## config.mk

```make
export PLATFORM = sky130hd
export DESIGN_NAME = icu_top
export DESIGN_NICKNAME = d
export VERILOG_FILES = /design/src/include/icu_pkg.sv /design/src/icu_timer.sv /design/src/icu_top.sv
export SDC_FILE = /design/constraint.sdc
export NUM_CORES = 1
export LEC_CHECK = 0
export BUFFER_PORTS_ARGS = -buffer_cell sky130_fd_sc_hd__buf_2
export CORE_MARGIN = 5
export CORE_UTILIZATION = 46
export CTS_BUF_LIST = sky130_fd_sc_hd__clkbuf_2
export CTS_CLUSTER_DIAMETER = 120
export DETAILED_ROUTE_END_ITERATION = 6
export HOLD_SLACK_MARGIN = 0.06
export MAX_ROUTING_LAYER = met4
export PLACE_DENSITY_LB_ADDON = 0.3
export SETUP_SLACK_MARGIN = 0.05
export SLEW_MARGIN = 20
export SYNTH_ARGS = -nofsm -noshare
export SYNTH_HDL_FRONTEND = slang
export SYNTH_HIERARCHICAL = 1
export SYNTH_SLANG_ARGS = --single-unit
```

## constraint.sdc

```tcl
create_clock -name CLK_IN -period 2.83 [get_ports CLK_IN]
set_input_delay 0.283 -clock CLK_IN [delete_from_list [all_inputs] [get_ports CLK_IN]]
set_output_delay 0.283 -clock CLK_IN [all_outputs]
set_load 0.01 [all_outputs]
```

## src/include/icu_pkg.sv

```systemverilog
/*
 * Constants, register map and mode decoding for the input capture unit.
 * Assumes a single 100 MHz system clock and a 32-bit AXI4-Lite master.
 */
// Notes on behaviour
// - capture copies full 16-bit timer count
// - four events: fall, rise, 4th, 16th rise
// - capture sets flag, only software clears it
// - newer capture overwrites unread result
// - driven pin latch writes can capture
// - prescaler held zero when off or not capture
// - every reset clears the prescaler
// - prescaler switch keeps count, may capture
// - instruction clock timer freezes during sleep
// - external clock captures continue in sleep
// - external timer clock always synchronized, depth selectable
`default_nettype none
package icu_pkg;
    // ------------------------------------------------------------------
    // register map (byte addresses)
    // ------------------------------------------------------------------
    localparam int unsigned ADDR_W = 8;
    localparam logic [7:0] ADDR_CAP_CTRL = 8'h00;
    localparam logic [7:0] ADDR_TMR_CTRL = 8'h04;
    localparam logic [7:0] ADDR_TMR_CNT = 8'h08;
    localparam logic [7:0] ADDR_CAP_RES = 8'h0C;
    localparam logic [7:0] ADDR_FLAG = 8'h10;
    localparam logic [7:0] ADDR_MASK = 8'h14;
    localparam logic [7:0] ADDR_PIN = 8'h18;
    localparam logic [1:0] RESP_OKAY = 2'h0;
    localparam logic [1:0] RESP_SLVERR = 2'h2;
    // ------------------------------------------------------------------
    // field positions and reset values
    // ------------------------------------------------------------------
    localparam int unsigned TMR_ON_BIT = 0;
    localparam int unsigned TMR_SRC_LSB = 1;
    localparam int unsigned TMR_NOSYNC_BIT = 3;
    localparam int unsigned PIN_LATCH_BIT = 0;
    localparam int unsigned PIN_DIR_BIT = 1;
    localparam int unsigned FLAG_BIT = 0;
    localparam logic [3:0] MODE_RST = 4'h0;
    localparam logic [15:0] CNT_RST = 16'h0000;
    // ------------------------------------------------------------------
    // event select encoding
    // ------------------------------------------------------------------
    localparam logic [3:0] MODE_OFF = 4'h0;
    localparam logic [3:0] MODE_FALL = 4'h4;
    localparam logic [3:0] MODE_RISE = 4'h5;
    localparam logic [3:0] MODE_RISE4 = 4'h6;
    localparam logic [3:0] MODE_RISE16 = 4'h7;
    localparam logic [3:0] PRESC_RST = 4'h0;
    localparam logic [1:0] PRESC4_LAST = 2'h3;
    localparam logic [3:0] PRESC16_LAST = 4'hF;
    // ------------------------------------------------------------------
    // reference timer clock sources and timing
    // ------------------------------------------------------------------
    localparam logic [1:0] SRC_INSTR = 2'h0;
    localparam logic [1:0] SRC_SYS = 2'h1;
    localparam logic [1:0] SRC_EXT = 2'h2;
    localparam int unsigned CLK_MHZ = 100;
    localparam int unsigned INSTR_DIV = 4;
    localparam logic [1:0] INSTR_LAST = 2'(INSTR_DIV - 1);

    function automatic logic is_capture(input logic [3:0] mode);
        is_capture = (mode == MODE_FALL) || (mode == MODE_RISE) ||
                     (mode == MODE_RISE4) || (mode == MODE_RISE16);
    endfunction

    function automatic logic reg_mapped(input logic [7:0] addr);
        reg_mapped = (addr == ADDR_CAP_CTRL) || (addr == ADDR_TMR_CTRL) ||
                     (addr == ADDR_TMR_CNT) || (addr == ADDR_CAP_RES) ||
                     (addr == ADDR_FLAG) || (addr == ADDR_MASK) ||
                     (addr == ADDR_PIN);
    endfunction
endpackage
`default_nettype wire

```

## src/icu_timer.sv

```systemverilog
/*
 * 16-bit reference timer: instruction clock, system clock or external pin.
 * Assumes the external clock pin is asynchronous and slower than clk/4.
 */
`timescale 1ns/10ps
`default_nettype none
module icu_timer (
    input wire logic clk_in,
    input wire logic rst_n_in,
    input wire logic on_in,
    input wire logic [1:0] src_in,
    input wire logic nosync_in,
    input wire logic sleep_in,
    input wire logic ext_clk_in,
    input wire logic load_in,
    input wire logic [15:0] load_val_in,
    output logic [15:0] count_out
);
    logic [1:0] div_r;
    logic ext_s1_r, ext_s2_r, ext_s3_r, ext_s4_r;
    logic [15:0] count_r;
    wire logic instr_tick;
    wire logic ext_tick;
    wire logic tick;

    // ------------------------------------------------------------------
    // tick selection
    // ------------------------------------------------------------------
    assign instr_tick = (div_r == icu_pkg::INSTR_LAST);
    assign ext_tick = nosync_in ? (ext_s2_r & ~ext_s3_r)
                                : (ext_s3_r & ~ext_s4_r);
    assign tick = on_in & ((src_in == icu_pkg::SRC_INSTR) ?
                           (instr_tick & ~sleep_in) :
                           (src_in == icu_pkg::SRC_SYS) ? ~sleep_in :
                           ext_tick);
    assign count_out = count_r;

    always_ff @(posedge clk_in or negedge rst_n_in) begin
        if (!rst_n_in) begin
            div_r <= 2'h0;
            ext_s1_r <= 1'b0;
            ext_s2_r <= 1'b0;
            ext_s3_r <= 1'b0;
            ext_s4_r <= 1'b0;
        end else begin
            div_r <= div_r + 2'h1;
            ext_s1_r <= ext_clk_in;
            ext_s2_r <= ext_s1_r;
            ext_s3_r <= ext_s2_r;
            ext_s4_r <= ext_s3_r;
        end
    end

    always_ff @(posedge clk_in or negedge rst_n_in) begin
        if (!rst_n_in) begin
            count_r <= icu_pkg::CNT_RST;
        end else if (load_in) begin
            count_r <= load_val_in;
        end else if (tick) begin
            count_r <= count_r + 16'h0001;
        end
    end
endmodule // icu_timer
`default_nettype wire

```

## src/icu_top.sv

```systemverilog
/*
 * Input capture unit with AXI4-Lite registers and one level interrupt.
 * Assumes CAP_PIN_IN and TMR_CLK_IN are asynchronous pins; SLEEP_IN and
 * the bus are on CLK_IN.
 */
`timescale 1ns/10ps
`default_nettype none
module icu_top (
    input wire logic CLK_IN,
    input wire logic RST_N_IN,
    input wire logic [7:0] AWADDR_IN,
    input wire logic AWVALID_IN,
    output logic AWREADY_OUT,
    input wire logic [31:0] WDATA_IN,
    input wire logic [3:0] WSTRB_IN,
    input wire logic WVALID_IN,
    output logic WREADY_OUT,
    output logic [1:0] BRESP_OUT,
    output logic BVALID_OUT,
    input wire logic BREADY_IN,
    input wire logic [7:0] ARADDR_IN,
    input wire logic ARVALID_IN,
    output logic ARREADY_OUT,
    output logic [31:0] RDATA_OUT,
    output logic [1:0] RRESP_OUT,
    output logic RVALID_OUT,
    input wire logic RREADY_IN,
    input wire logic CAP_PIN_IN,
    output logic CAP_PIN_OUT,
    output logic CAP_PIN_OE_OUT,
    input wire logic TMR_CLK_IN,
    input wire logic SLEEP_IN,
    output logic IRQ_OUT
);
    // ------------------------------------------------------------------
    // declarations
    // ------------------------------------------------------------------
    logic aw_got_r, w_got_r, awready_r, wready_r, bvalid_r;
    logic [7:0] aw_addr_r;
    logic [31:0] w_data_r;
    logic [3:0] w_strb_r;
    logic [1:0] bresp_r, rresp_r;
    logic arready_r, rvalid_r;
    logic [31:0] rdata_r;
    logic [3:0] mode_r, presc_r;
    logic tmr_on_r, tmr_nosync_r;
    logic [1:0] tmr_src_r;
    logic pin_latch_r, pin_oe_r;
    logic cap_s1_r, cap_s2_r, cap_prev_r;
    logic [15:0] result_r;
    logic flag_r, mask_r, irq_r;
    logic [3:0] presc_nxt;
    logic flag_nxt, aw_got_nxt, w_got_nxt, rvalid_nxt;
    wire logic [15:0] tmr_count;
    wire logic aw_hs, w_hs, ar_hs, wr_go, wr_b0, wr_b1;
    wire logic wr_cap_ctrl, wr_tmr_ctrl, wr_tmr_cnt;
    wire logic wr_flag, wr_mask, wr_pin, flag_clr;
    wire logic [15:0] tmr_load_val;
    wire logic [31:0] rd_mux;
    wire logic cap_src, cap_rise, cap_fall, cap_mode, cap_event;

    // ------------------------------------------------------------------
    // reference timer
    // ------------------------------------------------------------------
    icu_timer u_timer (
        .clk_in(CLK_IN),
        .rst_n_in(RST_N_IN),
        .on_in(tmr_on_r),
        .src_in(tmr_src_r),
        .nosync_in(tmr_nosync_r),
        .sleep_in(SLEEP_IN),
        .ext_clk_in(TMR_CLK_IN),
        .load_in(wr_tmr_cnt),
        .load_val_in(tmr_load_val),
        .count_out(tmr_count)
    );

    // ------------------------------------------------------------------
    // write channel: address and data in either order
    // ------------------------------------------------------------------
    assign aw_hs = AWVALID_IN & awready_r;
    assign w_hs = WVALID_IN & wready_r;
    assign wr_go = aw_got_r & w_got_r & ~bvalid_r;
    assign wr_b0 = wr_go & w_strb_r[0];
    assign wr_b1 = wr_go & w_strb_r[1];
    assign wr_cap_ctrl = wr_b0 & (aw_addr_r == icu_pkg::ADDR_CAP_CTRL);
    assign wr_tmr_ctrl = wr_b0 & (aw_addr_r == icu_pkg::ADDR_TMR_CTRL);
    assign wr_tmr_cnt = (wr_b0 | wr_b1) &
                        (aw_addr_r == icu_pkg::ADDR_TMR_CNT);
    assign wr_flag = wr_b0 & (aw_addr_r == icu_pkg::ADDR_FLAG);
    assign wr_mask = wr_b0 & (aw_addr_r == icu_pkg::ADDR_MASK);
    assign wr_pin = wr_b0 & (aw_addr_r == icu_pkg::ADDR_PIN);
    assign flag_clr = wr_flag & w_data_r[icu_pkg::FLAG_BIT];
    assign tmr_load_val = {w_strb_r[1] ? w_data_r[15:8] : tmr_count[15:8],
                           w_strb_r[0] ? w_data_r[7:0] : tmr_count[7:0]};

    always_comb begin
        aw_got_nxt = wr_go ? 1'b0 : (aw_got_r | aw_hs);
        w_got_nxt = wr_go ? 1'b0 : (w_got_r | w_hs);
    end

    always_ff @(posedge CLK_IN or negedge RST_N_IN) begin
        if (!RST_N_IN) begin
            aw_got_r <= 1'b0;
            w_got_r <= 1'b0;
            awready_r <= 1'b0;
            wready_r <= 1'b0;
        end else begin
            aw_got_r <= aw_got_nxt;
            w_got_r <= w_got_nxt;
            awready_r <= ~aw_got_nxt;
            wready_r <= ~w_got_nxt;
        end
    end

    always_ff @(posedge CLK_IN or negedge RST_N_IN) begin
        if (!RST_N_IN) begin
            aw_addr_r <= 8'h00;
            w_data_r <= 32'h0000_0000;
            w_strb_r <= 4'h0;
        end else begin
            if (aw_hs) begin
                aw_addr_r <= AWADDR_IN;
            end
            if (w_hs) begin
                w_data_r <= WDATA_IN;
                w_strb_r <= WSTRB_IN;
            end
        end
    end

    always_ff @(posedge CLK_IN or negedge RST_N_IN) begin
        if (!RST_N_IN) begin
            bvalid_r <= 1'b0;
            bresp_r <= icu_pkg::RESP_OKAY;
        end else if (wr_go) begin
            bvalid_r <= 1'b1;
            bresp_r <= icu_pkg::reg_mapped(aw_addr_r) ?
                       icu_pkg::RESP_OKAY : icu_pkg::RESP_SLVERR;
        end else if (BREADY_IN) begin
            bvalid_r <= 1'b0;
        end
    end

    // ------------------------------------------------------------------
    // read channel: answer one cycle after the address is taken
    // ------------------------------------------------------------------
    assign ar_hs = ARVALID_IN & arready_r;
    assign rd_mux =
        (ARADDR_IN == icu_pkg::ADDR_CAP_CTRL) ? {28'h000_0000, mode_r} :
        (ARADDR_IN == icu_pkg::ADDR_TMR_CTRL) ?
            {28'h000_0000, tmr_nosync_r, tmr_src_r, tmr_on_r} :
        (ARADDR_IN == icu_pkg::ADDR_TMR_CNT) ? {16'h0000, tmr_count} :
        (ARADDR_IN == icu_pkg::ADDR_CAP_RES) ? {16'h0000, result_r} :
        (ARADDR_IN == icu_pkg::ADDR_FLAG) ? {31'h0000_0000, flag_r} :
        (ARADDR_IN == icu_pkg::ADDR_MASK) ? {31'h0000_0000, mask_r} :
        (ARADDR_IN == icu_pkg::ADDR_PIN) ?
            {30'h0000_0000, ~pin_oe_r, pin_latch_r} : 32'h0000_0000;

    always_comb begin
        rvalid_nxt = ar_hs | (rvalid_r & ~RREADY_IN);
    end

    always_ff @(posedge CLK_IN or negedge RST_N_IN) begin
        if (!RST_N_IN) begin
            rvalid_r <= 1'b0;
            arready_r <= 1'b0;
            rdata_r <= 32'h0000_0000;
            rresp_r <= icu_pkg::RESP_OKAY;
        end else begin
            rvalid_r <= rvalid_nxt;
            arready_r <= ~rvalid_nxt;
            if (ar_hs) begin
                rdata_r <= rd_mux;
                rresp_r <= icu_pkg::reg_mapped(ARADDR_IN) ?
                           icu_pkg::RESP_OKAY : icu_pkg::RESP_SLVERR;
            end
        end
    end

    // ------------------------------------------------------------------
    // control registers
    // ------------------------------------------------------------------
    always_ff @(posedge CLK_IN or negedge RST_N_IN) begin
        if (!RST_N_IN) begin
            mode_r <= icu_pkg::MODE_RST;
            tmr_on_r <= 1'b0;
            tmr_src_r <= icu_pkg::SRC_INSTR;
            tmr_nosync_r <= 1'b0;
            mask_r <= 1'b0;
            pin_latch_r <= 1'b0;
            pin_oe_r <= 1'b0;
        end else begin
            if (wr_cap_ctrl) begin
                mode_r <= w_data_r[3:0];
            end
            if (wr_tmr_ctrl) begin
                tmr_on_r <= w_data_r[icu_pkg::TMR_ON_BIT];
                tmr_src_r <= w_data_r[icu_pkg::TMR_SRC_LSB +: 2];
                tmr_nosync_r <= w_data_r[icu_pkg::TMR_NOSYNC_BIT];
            end
            if (wr_mask) begin
                mask_r <= w_data_r[icu_pkg::FLAG_BIT];
            end
            if (wr_pin) begin
                pin_latch_r <= w_data_r[icu_pkg::PIN_LATCH_BIT];
                // direction bit high means input, so the driver is off
                pin_oe_r <= ~w_data_r[icu_pkg::PIN_DIR_BIT];
            end
        end
    end

    // ------------------------------------------------------------------
    // capture pin and event detection
    // ------------------------------------------------------------------
    // driven pin reads back its latch
    assign cap_src = pin_oe_r ? pin_latch_r : cap_s2_r;
    assign cap_rise = cap_src & ~cap_prev_r;
    assign cap_fall = ~cap_src & cap_prev_r;
    // decode of the event select field
    assign cap_mode = icu_pkg::is_capture(mode_r);
    assign cap_event =
        ((mode_r == icu_pkg::MODE_FALL) & cap_fall) |
        ((mode_r == icu_pkg::MODE_RISE) & cap_rise) |
        ((mode_r == icu_pkg::MODE_RISE4) & cap_rise &
         (presc_r[1:0] == icu_pkg::PRESC4_LAST)) |
        ((mode_r == icu_pkg::MODE_RISE16) & cap_rise &
         (presc_r == icu_pkg::PRESC16_LAST));

    always_ff @(posedge CLK_IN or negedge RST_N_IN) begin
        if (!RST_N_IN) begin
            cap_s1_r <= 1'b0;
            cap_s2_r <= 1'b0;
            cap_prev_r <= 1'b0;
        end else begin
            cap_s1_r <= CAP_PIN_IN;
            cap_s2_r <= cap_s1_r;
            cap_prev_r <= cap_src;
        end
    end

    always_comb begin
        presc_nxt = presc_r;
        if (!cap_mode) begin
            presc_nxt = icu_pkg::PRESC_RST;
        end else if (cap_rise && (mode_r == icu_pkg::MODE_RISE4 ||
                                  mode_r == icu_pkg::MODE_RISE16)) begin
            presc_nxt = presc_r + 4'h1;
        end
    end

    always_comb begin
        flag_nxt = cap_event | (flag_r & ~flag_clr);
    end

    always_ff @(posedge CLK_IN or negedge RST_N_IN) begin
        if (!RST_N_IN) begin
            presc_r <= icu_pkg::PRESC_RST;
            flag_r <= 1'b0;
            irq_r <= 1'b0;
        end else begin
            presc_r <= presc_nxt;
            flag_r <= flag_nxt;
            irq_r <= flag_r & mask_r;
        end
    end

    always_ff @(posedge CLK_IN or negedge RST_N_IN) begin
        if (!RST_N_IN) begin
            result_r <= icu_pkg::CNT_RST;
        end else if (cap_event) begin
            result_r <= tmr_count;
        end
    end

    // ------------------------------------------------------------------
    // outputs
    // ------------------------------------------------------------------
    assign AWREADY_OUT = awready_r;
    assign WREADY_OUT = wready_r;
    assign BVALID_OUT = bvalid_r;
    assign BRESP_OUT = bresp_r;
    assign ARREADY_OUT = arready_r;
    assign RVALID_OUT = rvalid_r;
    assign RDATA_OUT = rdata_r;
    assign RRESP_OUT = rresp_r;
    assign CAP_PIN_OUT = pin_latch_r;
    assign CAP_PIN_OE_OUT = pin_oe_r;
    assign IRQ_OUT = irq_r;
endmodule // icu_top
`default_nettype wire
```

==> implementation parameters <==
Parameter                              Value

Status
  Status ... finished clean

Timing
  Number of max-slew violations in the final report ... 0
  Hold slack ... around 0.13 ns
  Worst clock skew ... roughly 0.019 ns
  Final-report hold violation count ... 0
  Setup repair after global routing missed its margin ... no
  Sum of negative setup slack ... 0 ns
  Total of endpoints with negative setup slack in the final report ... 0
  Post-route fraction of the period consumed by the critical path ... 0.804
  Post-route minimum period ... approximately 2.3 ns
  Least-Margin Pin Slew ... between 0.8 and 0.9 ns
  Maximum operating frequency ... between 400 and 500 MHz
  Relative slew slack ... 0.443

Die
  Vertical die dimension ... 116 um
  Die Span X ... approximately 120 um
  Number of top-level pins ... about 110
  Core region area ... about 0.011 mm2
  Number of placement rows ... 38
  Die footprint ... around 0.014 mm2
  Initial Utilization ... 0.474

Setup path
  Master of the slowest instance on the critical path ... sky130_fd_sc_hd__or4_1
  Crit Reg-Reg Startpoint ... aw_addr_r[0]$_DFFE_PN0P_
  Total number of cells along the worst setup path ... 6
  Kind of capture point of the worst setup path ... flop
  Launch point of the worst path ... aw_addr_r[0]$_DFFE_PN0P_
  Worst flop-to-flop path endpoint ... u_timer/count_out[7]$_DFFE_PN0P_
  Maximum fanout encountered on the critical timing path ... 24
  CP Launch Type ... flop
  Worst setup slack for register-to-register paths ... roughly 0.55 ns
  Worst reg-to-reg path cell count ... 6
  End of the critical path ... u_timer/count_out[7]$_DFFE_PN0P_
  Data required time of the critical path ... 3.30 ns
  Critical path buffers and inverters ... 1
  Critical path class ... reg2reg
  Largest stage delay on the critical path ... around 0.57 ns
  Data arrival time of the critical path ... around 2.8 ns
  Kind of cell adding the most delay to the critical path ... simple AND/OR/NAND/NOR gates
  CP cell instances ... or4_1 -> nor3_2 -> o2111a_1 -> inv_1 -> nor2_1 -> a31oi_1

CTS
  H-Tree Level Count ... 3
  Maximum clock path buffer count ... 2
  Total clock buffers created by CTS ... 9
  Number of sinks driven by the clock tree ... around 110
  Clk Latency, worst-skew pair ... 0.58 ns
  Clock tree from TritonCTS ... done
  Worst-path clk slew ... about 0.28 ns
  Root buffer selected by CTS ... sky130_fd_sc_hd__clkbuf_2

Placed design
  Final HPWL DP ... 7530 um
  Final weighted congestion in routability-driven placement ... around 0.8
  Post-placement cell area ... 0.00557 mm2
  Count of input and output buffers ... a little under 70

Detailed routing
  Vias per cell ... between 5 and 6
  Total wire length after detailed routing ... about 11000 um
  Drt first-iter violations ... 257
  Detail-routed net length per standard cell ... approximately 16 um
  Final ANT Viol Nets ... 0
  Number of vias in the routed layout ... ~3700
  Count of unresolved DRC violations after routing ... 0
  Number of iterations in the first detailed-routing pass ... 4

Yosys
  Top flip-flop cell by instance count after synthesis ... sky130_fd_sc_hd__dfrtp_1
  Synthesized area per cell ... roughly 12 um2
  Yosys Warn Count ... 6
  Share of the yosys chip area belonging to registers ... 0.524
  EDFF count, synth ... 0
  Cell types occupying the most area after synthesis ... sky130_fd_sc_hd__dfrtp_1, sky130_fd_sc_hd__mux2_2, sky130_fd_sc_hd__mux2i_1, sky130_fd_sc_hd__buf_4, sky130_fd_sc_hd__mux2_4
  Flop and latch count out of synthesis ... around 110
  Count of different cell masters after synthesis ... between 50 and 60
  Gate Count Post-Synth ... 435
  Leading area contributor after synthesis ... sky130_fd_sc_hd__dfrtp_1
  Cell area after synthesis ... 0.00521 mm2
  Most instantiated cells after synthesis ... sky130_fd_sc_hd__dfrtp_1, sky130_fd_sc_hd__mux2_2, sky130_fd_sc_hd__nand2_1
  Share of async-settable or async-resettable flops after synthesis ... 1.00
  Share of the synthesized area in the top cell type ... 0.524
  Most numerous cell in the Yosys netlist ... sky130_fd_sc_hd__dfrtp_1

Global routing
  Maximum number of pins on one net before global-route repair ... 51
  First-pass GRT wire length ... roughly 18000 um
  Overall global routing resource usage ... 0.174
  Via count of the first global-routing pass ... approximately 3700
  Initial antenna violation count ... 0
  Total grt overflow ... 0

Power
  Power after layout ... ~4 mW
  Leakage ... 2.76 nW
  Proportion of power drawn by flip-flops and latches ... 0.575
  Clk pwr share ... 0.154
  Switching power total ... approximately 1.3 mW
  Combinational fraction of design power ... 0.270
  Sw frac ... 0.334
  Peak supply drop ... approximately 0.53 mV
  P_int ... roughly 2.7 mW
  Power Dens Cells ... approximately 660 mW/mm2

Layout
  Multi-input logic area ... roughly 0.0022 mm2
  Ratio of cells with drive above 1 in the final layout ... 0.303
  Number of inserted filler cells in the final layout ... between 900 and 1000
  Post-route standard cell area excluding fillers ... roughly 0.006 mm2
  Diodes inserted ... 0
  Share of the core filled with cells in the final layout ... 0.548
  Area occupied by registers ... between 0.002 and 0.003 mm2
  Layout overhead on the synthesized area ... 15.6%
  Net total in the final layout ... just under 600

Job
  Number of maximum-capacitance constraint violations ... 0

Worst hold path
  HP Class ... in2reg
## worst min path at each step
| stage | from | end | slack (ns) | cells after the start |
|---|---|---|---|---|
| after global routing | ARADDR_IN[0] | RRESP_OUT[1]$_DFFE_PN0P_ | 0.10 | 5 |
| after CTS | ARADDR_IN[0] | RRESP_OUT[1]$_DFFE_PN0P_ | 0.08 | 5 |
| after detailed placement | RST_N_IN | aw_addr_r[6]$_DFFE_PN0P_ | 0.30 | 1 |
| after global placement | RST_N_IN | aw_addr_r[6]$_DFFE_PN0P_ | 0.29 | 1 |
| final | ARADDR_IN[0] | RRESP_OUT[1]$_DFFE_PN0P_ | 0.13 | 5 |
| after floorplan | RST_N_IN | ARREADY_OUT$_DFF_PN0_ | -0.01 | 0 |
## cell type report
| type | instances | area share |
|---|---|---|
| multi-input cells | 290 | 0.372 |
| clock buffers | 9 | 0.00748 |
| well taps | 140 | 0.0291 |
| clock inverters | 7 | 0.00686 |
| inverters | 11 | 0.00686 |
| repair buffers | 109 | 0.125 |
| flip-flops and latches | 109 | 0.453 |
## state kept, by name, summed over array words and instances, names as in the netlist, 4 cells and up
name	flops
u_timer/count_out	16
mode_r	4
aw_addr_r	8
RDATA_OUT	16
result_r	16
w_data_r	16
presc_r	4
## cells in the final DEF, fill, tap and decap left out, drive strengths merged, types with 3 or more instances in the layout
| master | Yosys | final |
|---|---|---|
| o41ai | 3 | 3 |
| clkbuf | 14 | 9 |
| nand3 | 11 | 11 |
| xnor2 | 3 | 3 |
| a31oi | 13 | 13 |
| nor3 | 3 | 3 |
| o31ai | 11 | 11 |
| dlygate4sd3 | 0 | 36 |
| mux4 | 3 | 3 |
| nand2 | 30 | 30 |
| clkinv | 0 | 6 |
| nor2b | 5 | 5 |
| ha | 3 | 3 |
| o21ai | 19 | 19 |
| inv | 11 | 12 |
| nor2 | 22 | 22 |
| nand4 | 7 | 7 |
| mux2i | 17 | 17 |
| conb | 1 | 18 |
| nor3b | 3 | 3 |
| or4 | 13 | 13 |
| and3 | 4 | 4 |
| mux2 | 68 | 68 |
| nand2b | 3 | 3 |
| and2 | 3 | 3 |
| buf | 28 | 73 |
| dfrtp | 109 | 109 |
## metal layers
metal  part of all wire  routed length (um)  vias to the layer above  GRT usage
li1                   -                   -                     1744          -
met1               0.45                4850                     1790      0.238
met2               0.47                5110                      117      0.266
met3              0.068                 738                       10     0.0409
met4             0.0074                  80                        0     0.0433
met5                  0                   0                        -          -
## power groups by stage
stage,clock network (mW),logic (mW),registers (mW)
2_1_floorplan,0,0.891,2.17
3_3_place_gp,0,0.999,2.31
3_5_place_dp,0,1.05,2.33
4_1_cts,0.637,1.09,2.30
5_1_grt,0.703,1.19,2.37
6_report,0.616,1.08,2.30
## stage by stage
| stage | std cells | setup slack (ns) |
|---|---|---|
| 2_1_floorplan | 452 | 0.511 |
| 3_3_place_gp | 623 | 0.663 |
| 3_5_place_dp | 623 | 0.598 |
| 4_1_cts | 675 | 0.559 |
| 5_1_grt | 675 | 0.338 |
| 6_report | 675 | 0.555 |
## worst reg2reg max path: stages, from the launching register on
cell and delay, ns:
sky130_fd_sc_hd__dfrtp_1 0.44, sky130_fd_sc_hd__or4_1 0.57, sky130_fd_sc_hd__nor3_2 0.29, sky130_fd_sc_hd__o2111a_1 0.27, sky130_fd_sc_hd__inv_1 0.30, sky130_fd_sc_hd__nor2_1 0.25
sky130_fd_sc_hd__a31oi_1 0.06
## kinds of logic after synthesis
logic type      Yosys count  synth area share
compound gates           60            0.0815
xor+xnor                  3           0.00505
fa+ha+maj                 3           0.00721
buf+inv                  53            0.0586
flops                   109             0.524
mux                      88             0.199
other cells               1          0.000720
simple gates            118             0.124
## what timing repair did
item | CTS | global route
buffers inserted | 0 | 0
gates resized for setup | 0 | 0
hold buffers | 36 | 0
hold endpoints to repair | 76 | 0
No activity file was read; power rests on OpenSTA's default activity.
